$ cat src/hw/ss_vid_consts.vh
// constants for the soft-start and code-stepping sequencer
`ifndef SS_VID_CONSTS_VH
`define SS_VID_CONSTS_VH
`define SS_CNT_W 11
`define SS_CNT_LAST 11'h7FF
`define HICCUP_LAST 11'h7FF
`define CODE_W 5
`define CODE_OFF 5'h1F
`define LVL_W 8
`define LVL_STEP 8'h01
`define LVL_BASE 8'h20
`define LVL_OFF 8'h00
`define RAMP_W 16
`define RAMP_NUM 16'h000E
`define RAMP_DEN 16'h000A
`define OFS_W 8
`define OFS_FULL 8'hA0
`define STEP_GAP 1'h1
`endif

$ cat src/hw/code_decode.v
// code to reference level decoder with registered output
`timescale 1ns/1ps
`default_nettype none
`include "ss_vid_consts.vh"
module code_decode (
  // clock and reset
  input wire clk_sys_i,
  input wire rst_i,
  // code in, level out
  input wire [`CODE_W-1:0] code_i,
  output reg [`LVL_W-1:0] level_o
);
  wire [`LVL_W-1:0] inv_code;
  // level in 25 mV units: 0.800 V is 32, code 11110 maps there
  assign inv_code = {3'h0, ~code_i};
  always @(posedge clk_sys_i or posedge rst_i) begin
    if (rst_i) begin
      level_o <= `LVL_OFF;
    end else if (code_i == `CODE_OFF) begin
      level_o <= `LVL_OFF;
    end else begin
      level_o <= `LVL_BASE + inv_code - `LVL_STEP;
    end
  end
endmodule
`default_nettype wire

$ cat src/hw/soft_start_vid_stepper.v
// soft-start ramp, hiccup wait and stepped reference sequencer
// Notes on behaviour
// - soft-start timed by 11-bit counter, one count per phase pulse, 2048 cycles
// - ramp target rises linearly from zero to 140% of reference
// - ramp offset term falls linearly from 160 uA to zero
// - during soft-start the target is the lower of reference and ramp
// - code sampled for stepping only at phase-1 cycle start; all-ones shutdown code checked every clock
// - new code acted on only if stable one more full cycle
// - after valid change, step reference 25 mV every two cycles
// - all-ones code shuts down, any other code restarts
// - out of reset, enabled and code not all ones: soft-start at once
// - after overcurrent, outputs off for 2048 cycles then retry
`timescale 1ns/1ps
`default_nettype none
`include "ss_vid_consts.vh"
module soft_start_vid_stepper (
  // clock and reset
  input wire clk_sys_i,
  input wire rst_i,
  // pins from outside the clock domain
  input wire [`CODE_W-1:0] voltage_id_code_inputs_i,
  input wire enable_above_thresh_i,
  input wire overcurrent_i,
  // timing enables from the phase clock divider
  input wire phase_pulse_i,
  input wire phase1_start_i,
  // outputs
  output reg [`LVL_W-1:0] reference_level_o,
  output reg [`RAMP_W-1:0] soft_start_ramp_level_o,
  output reg [`OFS_W-1:0] ramp_offset_term_o,
  output reg [`RAMP_W-1:0] regulation_target_o,
  output reg outputs_on_o,
  output reg soft_start_active_o
);
  localparam ST_OFF = 2'h0;
  localparam ST_SS = 2'h1;
  localparam ST_RUN = 2'h2;
  localparam ST_WAIT = 2'h3;

  reg [`CODE_W-1:0] code_m_q, code_s_q;
  reg en_m_q, en_s_q, oc_m_q, oc_s_q;
  reg [1:0] state_q, state_d;
  reg [`SS_CNT_W-1:0] cnt_q, cnt_d;
  reg [`CODE_W-1:0] seen_q;
  reg cand_v_q, step_ph_q;
  reg [`LVL_W-1:0] target_q;
  wire [`LVL_W-1:0] dec_level;
  wire code_off;
  wire accept;
  wire [`LVL_W-1:0] goal;
  wire step_now;
  wire [`RAMP_W-1:0] ramp_full;
  wire [`RAMP_W-1:0] ref_wide;
  wire [`RAMP_W+`SS_CNT_W-1:0] ramp_scaled;
  wire [`RAMP_W+`SS_CNT_W-1:0] ramp_prod;
  wire [`RAMP_W-1:0] ramp_next;
  wire [`SS_CNT_W:0] cnt_left;
  wire [`OFS_W+`SS_CNT_W:0] ofs_prod;
  wire [`OFS_W-1:0] ofs_next;

  // two-flop synchronisers on pins
  always @(posedge clk_sys_i or posedge rst_i) begin
    if (rst_i) begin
      code_m_q <= `CODE_OFF;
      code_s_q <= `CODE_OFF;
      en_m_q <= 1'b0;
      en_s_q <= 1'b0;
      oc_m_q <= 1'b0;
      oc_s_q <= 1'b0;
    end else begin
      code_m_q <= voltage_id_code_inputs_i;
      code_s_q <= code_m_q;
      en_m_q <= enable_above_thresh_i;
      en_s_q <= en_m_q;
      oc_m_q <= overcurrent_i;
      oc_s_q <= oc_m_q;
    end
  end

  code_decode u_dec (
    .clk_sys_i(clk_sys_i),
    .rst_i(rst_i),
    .code_i(seen_q),
    .level_o(dec_level)
  );

  assign code_off = (code_s_q == `CODE_OFF);

  // state sequencing
  always @* begin
    state_d = state_q;
    cnt_d = cnt_q;
    case (state_q)
      ST_OFF: begin
        cnt_d = {`SS_CNT_W{1'b0}};
        if (en_s_q && !code_off) begin
          state_d = ST_SS;
        end
      end
      ST_SS: begin
        if (phase_pulse_i) begin
          cnt_d = cnt_q + 1'b1;
          if (cnt_q == `SS_CNT_LAST) begin
            state_d = ST_RUN;
          end
        end
      end
      ST_RUN: begin
        cnt_d = {`SS_CNT_W{1'b0}};
      end
      ST_WAIT: begin
        if (phase_pulse_i) begin
          cnt_d = cnt_q + 1'b1;
          if (cnt_q == `HICCUP_LAST) begin
            state_d = ST_SS;
            cnt_d = {`SS_CNT_W{1'b0}};
          end
        end
      end
      default: begin
        state_d = ST_OFF;
      end
    endcase
    if (!en_s_q || code_off) begin
      state_d = ST_OFF;
      cnt_d = {`SS_CNT_W{1'b0}};
    end else if (oc_s_q && state_q != ST_WAIT && state_q != ST_OFF) begin
      state_d = ST_WAIT;
      cnt_d = {`SS_CNT_W{1'b0}};
    end
  end

  always @(posedge clk_sys_i or posedge rst_i) begin
    if (rst_i) begin
      state_q <= ST_OFF;
      cnt_q <= {`SS_CNT_W{1'b0}};
    end else begin
      state_q <= state_d;
      cnt_q <= cnt_d;
    end
  end

  // a code seen twice in a row is taken, and the first step is due at once
  assign accept = phase1_start_i && cand_v_q && (code_s_q == seen_q);
  assign goal = accept ? dec_level : target_q;
  assign step_now = phase1_start_i && (accept || step_ph_q == `STEP_GAP);

  // code change detection and stepping
  always @(posedge clk_sys_i or posedge rst_i) begin
    if (rst_i) begin
      seen_q <= `CODE_OFF;
      cand_v_q <= 1'b0;
      step_ph_q <= 1'b0;
      target_q <= `LVL_OFF;
    end else begin
      if (phase1_start_i) begin
        seen_q <= code_s_q;
        if (code_s_q != seen_q) begin
          cand_v_q <= 1'b1;
        end else if (cand_v_q) begin
          cand_v_q <= 1'b0;
        end
        step_ph_q <= accept ? 1'b0 : ~step_ph_q;
      end
      // old level holds while a new code waits for its second look
      if (!cand_v_q || accept) begin
        target_q <= dec_level;
      end
    end
  end

  // reference stepping, 25 mV every other cycle
  always @(posedge clk_sys_i or posedge rst_i) begin
    if (rst_i) begin
      reference_level_o <= `LVL_OFF;
    end else if (state_q == ST_OFF) begin
      reference_level_o <= target_q;
    end else if (step_now) begin
      if (reference_level_o < goal) begin
        reference_level_o <= reference_level_o + `LVL_STEP;
      end else if (reference_level_o > goal) begin
        reference_level_o <= reference_level_o - `LVL_STEP;
      end
    end
  end

  assign ref_wide = {reference_level_o, {(`RAMP_W-`LVL_W){1'b0}}};
  // full ramp is 140% of the reference, below 16 bits for every code
  assign ramp_scaled = {{`SS_CNT_W{1'b0}}, ref_wide}
    * {{`SS_CNT_W{1'b0}}, `RAMP_NUM} / {{`SS_CNT_W{1'b0}}, `RAMP_DEN};
  assign ramp_full = ramp_scaled[`RAMP_W-1:0];
  assign ramp_prod = {{`SS_CNT_W{1'b0}}, ramp_full}
    * {{`RAMP_W{1'b0}}, cnt_q};
  assign ramp_next = ramp_prod[`RAMP_W+`SS_CNT_W-1:`SS_CNT_W];
  // pulses left in the interval, 2048 at the start
  assign cnt_left = {1'b0, ~cnt_q} + {{`SS_CNT_W{1'b0}}, 1'b1};
  assign ofs_prod = {{(`SS_CNT_W+1){1'b0}}, `OFS_FULL}
    * {{`OFS_W{1'b0}}, cnt_left};
  assign ofs_next = ofs_prod[`OFS_W+`SS_CNT_W-1:`SS_CNT_W];

  // ramp, offset and effective target
  always @(posedge clk_sys_i or posedge rst_i) begin
    if (rst_i) begin
      soft_start_ramp_level_o <= {`RAMP_W{1'b0}};
      ramp_offset_term_o <= {`OFS_W{1'b0}};
      regulation_target_o <= {`RAMP_W{1'b0}};
      outputs_on_o <= 1'b0;
      soft_start_active_o <= 1'b0;
    end else begin
      outputs_on_o <= (state_q == ST_SS) || (state_q == ST_RUN);
      soft_start_active_o <= (state_q == ST_SS);
      if (state_q == ST_SS) begin
        soft_start_ramp_level_o <= ramp_next;
        ramp_offset_term_o <= ofs_next;
        if (ramp_next < ref_wide) begin
          regulation_target_o <= ramp_next;
        end else begin
          regulation_target_o <= ref_wide;
        end
      end else if (state_q == ST_RUN) begin
        soft_start_ramp_level_o <= ramp_full;
        ramp_offset_term_o <= {`OFS_W{1'b0}};
        regulation_target_o <= ref_wide;
      end else begin
        soft_start_ramp_level_o <= {`RAMP_W{1'b0}};
        ramp_offset_term_o <= {`OFS_W{1'b0}};
        regulation_target_o <= {`RAMP_W{1'b0}};
      end
    end
  end
endmodule
`default_nettype wire

$ cat config.mk
export PLATFORM = sky130hd
export DESIGN_NAME = soft_start_vid_stepper
export DESIGN_NICKNAME = d
export VERILOG_FILES = /design/src/hw/code_decode.v /design/src/hw/soft_start_vid_stepper.v
export VERILOG_INCLUDE_DIRS = /design/src /design/src/hw
export SDC_FILE = /design/constraint.sdc
export NUM_CORES = 1
export LEC_CHECK = 0
export BUFFER_PORTS_ARGS = -buffer_cell sky130_fd_sc_hd__buf_2
export CAP_MARGIN = 20
export CORE_UTILIZATION = 50
export CTS_CLUSTER_DIAMETER = 60
export DETAILED_ROUTE_END_ITERATION = 8
export PLACE_DENSITY = 0.71
export SYNTH_ARGS = -nofsm -noshare
export SYNTH_HDL_FRONTEND = slang
export SYNTH_SLANG_ARGS = --single-unit
$ cat constraint.sdc
create_clock -name clk_sys_i -period 17.47 [get_ports clk_sys_i]
set_input_delay 1.747 -clock clk_sys_i [delete_from_list [all_inputs] [get_ports clk_sys_i]]
set_output_delay 1.747 -clock clk_sys_i [all_outputs]
set_load 0.03 [all_outputs]
==> reports/metrics.cfg <==
[detailed_routing]
routedWlPerCell_um = 19.1
route.met2.wl_um = 18500
finalWirelength_um = 38000
drt-met1-wl_um = 16200
remaining_drc_errors = 6
vias = 11900
drt_iter0_markers = 859
met3_length_um = 2430
ant_nets = 0
vias_per_cell = 5.98
top_layer = met4
dr.pass1.iters = 7

[cts]
cts_buffers = 9
clock_latency_ns = 0.37
cts.path.max_buffers = 2
clock_sinks = 96
cts_tree = yes
htreeDepth = 3
clk_pin_slew_ns = 0.08
cts_hold_buf = 0
cts_root_buf = clkbuf_16

[layout]
diodes = 0
design_area_um2 = 15800
final_core_util = 0.604
nets = 1926
syn_to_final_growth_pct = 18.1
drive_gt1_frac = 0.237

[floorplan]
io_pins = 61
core_um2 = 26100
initial_core_util = 0.511
fp.dieW_um = 165
num_rows = 59
die_h_um = 165
die-area_um2 = 27400

[synthesis]
synthArstFlopShare = 1.00
ys_warn_count = 0
seq_area_frac_synth = 0.181
syn_area_per_cell_um2 = 8.69
ys_types = 101
synth_cells = 1538
synth_ff_type = dfrtp_1
synth_edf_count = 0
synthesis.area_um2 = 13400
ys_seq_elements = 96
synth_nets = 1811

[critical_path]
crit_path_start_kind = register
reg2reg_to = regulation_target_o[12]$_DFF_PP0_
cp_slowest_stage_delay_ns = 0.57
crit_fanout = 5
r2r-start = reference_level_o[0]$_DFFE_PP0P_
critPathSlowestCell = fa_1
crit_arrival_ns = 17.27
crit_top_cell = ha_4
cp-end-kind = register
rr_worst_depth = 76
cp.required_ns = 17.69
r2r_setup_slack_ns = 0.42
crit_start = reference_level_o[0]$_DFFE_PP0P_
crit_type = register to register

[sta]
whs_ns = 0.352
rsz0062_at_grt = yes
setup_viol = 0
fin_crit_sh = 0.976
worstMarginPinSlew_ns = 1.08
hold_viol = 0
slew_headroom = 0.279
final-max-slew-violation-count = 0
clock-skew-final_ns = 0.0172
max_freq_mhz = 58.7
min_period_ns = 17.05
fin_tns_setup_ns = 0

[outcome]
outcome = finished with violations
violations = DRC

[min_path]
whs_endpoint = en_s_q$_DFF_PP0_
hold_path.startpoint = en_m_q$_DFF_PP0_
hp-class = register to register
whs_path_depth = 0

[global_route]
grt_max_degree = 58
grt_pass1_wl_um = 60100
grt_overflow = 0
grt_usage = 0.282
grt_pass1_vias = 11700
antenna_found_initial = 1

[place]
gp_congestion = 0.950
dpl_cell_area_um2 = 14600
place_hpwl_um = 28000
portBuffers = 60

[flow_run]
maxCapViolations = 0

==> worst max-delay path: cells and delay by family (launching register included) <==
kind,cells,cell delay [ns]
muxes,1,0.32
DFF,1,0.43
and+or+nand+nor,21,3.53
adders and majority gates,17,6.15
xor gates and xnor gates,1,0.16
AOI/OAI and AO/OA,28,5.79
buffers and inverters,8,0.50
==> cell usage in the layout (no fill, tap or decap), types with 11 or more instances in the layout <==
| master | synthesis | final |
|---|---|---|
| a21oi_1 | 70 | 56 |
| dfrtp_1 | 81 | 76 |
| inv_1 | 159 | 149 |
| o211ai_1 | 11 | 11 |
| a21o_1 | 15 | 14 |
| o21ai_1 | 11 | 11 |
| ha_1 | 129 | 114 |
| ha_4 | 0 | 12 |
| buf_4 | 2 | 110 |
| xnor2_1 | 40 | 37 |
| nor2b_1 | 14 | 14 |
| nor2_1 | 106 | 96 |
| mux2i_1 | 13 | 12 |
| xor2_1 | 27 | 25 |
| nand4_1 | 15 | 15 |
| o21ai_0 | 49 | 43 |
| nand3_1 | 33 | 30 |
| a211oi_1 | 22 | 14 |
| dfstp_2 | 15 | 15 |
| mux2_2 | 15 | 14 |
| fa_1 | 133 | 129 |
| nor3_1 | 30 | 26 |
| nand2_1 | 195 | 185 |
| a21oi_2 | 1 | 12 |
| and2_1 | 61 | 61 |
| buf_2 | 5 | 62 |
==> cell usage after synthesis, types with 22 or more instances <==
| master | n | area, um2 |
|---|---|---|
| a211oi_1 | 22 | 165 |
| ha_1 | 129 | 1610 |
| o21ai_0 | 49 | 245 |
| nand2_1 | 195 | 732 |
| xor2_1 | 27 | 236 |
| clkbuf_1 | 58 | 218 |
| dfrtp_1 | 81 | 2030 |
| xnor2_1 | 40 | 350 |
| nand3_1 | 33 | 165 |
| nor3_1 | 30 | 150 |
| and2_1 | 61 | 382 |
| a21oi_1 | 70 | 350 |
| nor2_1 | 106 | 398 |
| inv_1 | 159 | 597 |
| fa_1 | 133 | 2660 |
==> layer usage <==
| metal | track usage | vias to the layer above |
|---|---|---|
| li1 | - | 5513 |
| met1 | 0.377 | 5868 |
| met2 | 0.469 | 454 |
| met3 | 0.0420 | 83 |
| met4 | 0.0913 | 0 |
| met5 | 0 | - |
==> stage by stage <==
step	std cells	setup WS, ns
2_1_floorplan	1538	0.0316
3_3_place_gp	1924	0.00704
3_5_place_dp	1924	-0.361
4_1_cts	1952	0.00610
5_1_grt	1993	-0.263
6_report	1993	0.423
==> worst max-delay path by stage <==
stage / endpoint / slack, ns / depth (start not counted)
floorplan: regulation_target_o[14]$_DFF_PP0_ / 0.03 / 86
global placement: regulation_target_o[14]$_DFF_PP0_ / 0.007 / 75
detailed placement: regulation_target_o[14]$_DFF_PP0_ / -0.36 / 78
CTS: regulation_target_o[8]$_DFF_PP0_ / 0.006 / 80
global route: regulation_target_o[8]$_DFF_PP0_ / -0.26 / 80
finish: regulation_target_o[12]$_DFF_PP0_ / 0.42 / 76
==> repair_timing <==
item | CTS | global route
resized for setup | 24 | 89
setup buffers | 11 | 39
pin swaps | 12 | 82
gates cloned | 1 | 2
setup endpoints to repair | 16 | 16
==> flip-flops by register name, indices dropped and copies added (netlist names), 2 cells and up <==
name and flops:
u_dec.level_o 6, ramp_offset_term_o 8, reference_level_o 8, state_q 2, target_q 6, soft_start_ramp_level_o 16, cnt_q 11, regulation_target_o 16
code_s_q 5, code_m_q 5, seen_q 5
==> area by class of cell <==
class                           instances  area, um2
Clock buffer                            9        225
Sequential cell                        96       2430
Inverter                              164        638
Timing Repair Buffer                  176       1200
Clock inverter                          7       73.8
Fill cell                            2281      10400
Multi-Input combinational cell       1206      10800
Tap cell                              335        419
==> cell families after synthesis <==
logic type,count (synthesis),share of synthesized area
and+or+nand+nor,523,0.187
AOI/OAI and AO/OA,322,0.173
adders and majority gates,263,0.321
buffers and inverters,238,0.0705
DFF,96,0.181
xor gates and xnor gates,67,0.0439
muxes,29,0.0232
Power is not shown: default switching activity piles up to over one toggle a cycle in this logic, so the estimate is an artifact.
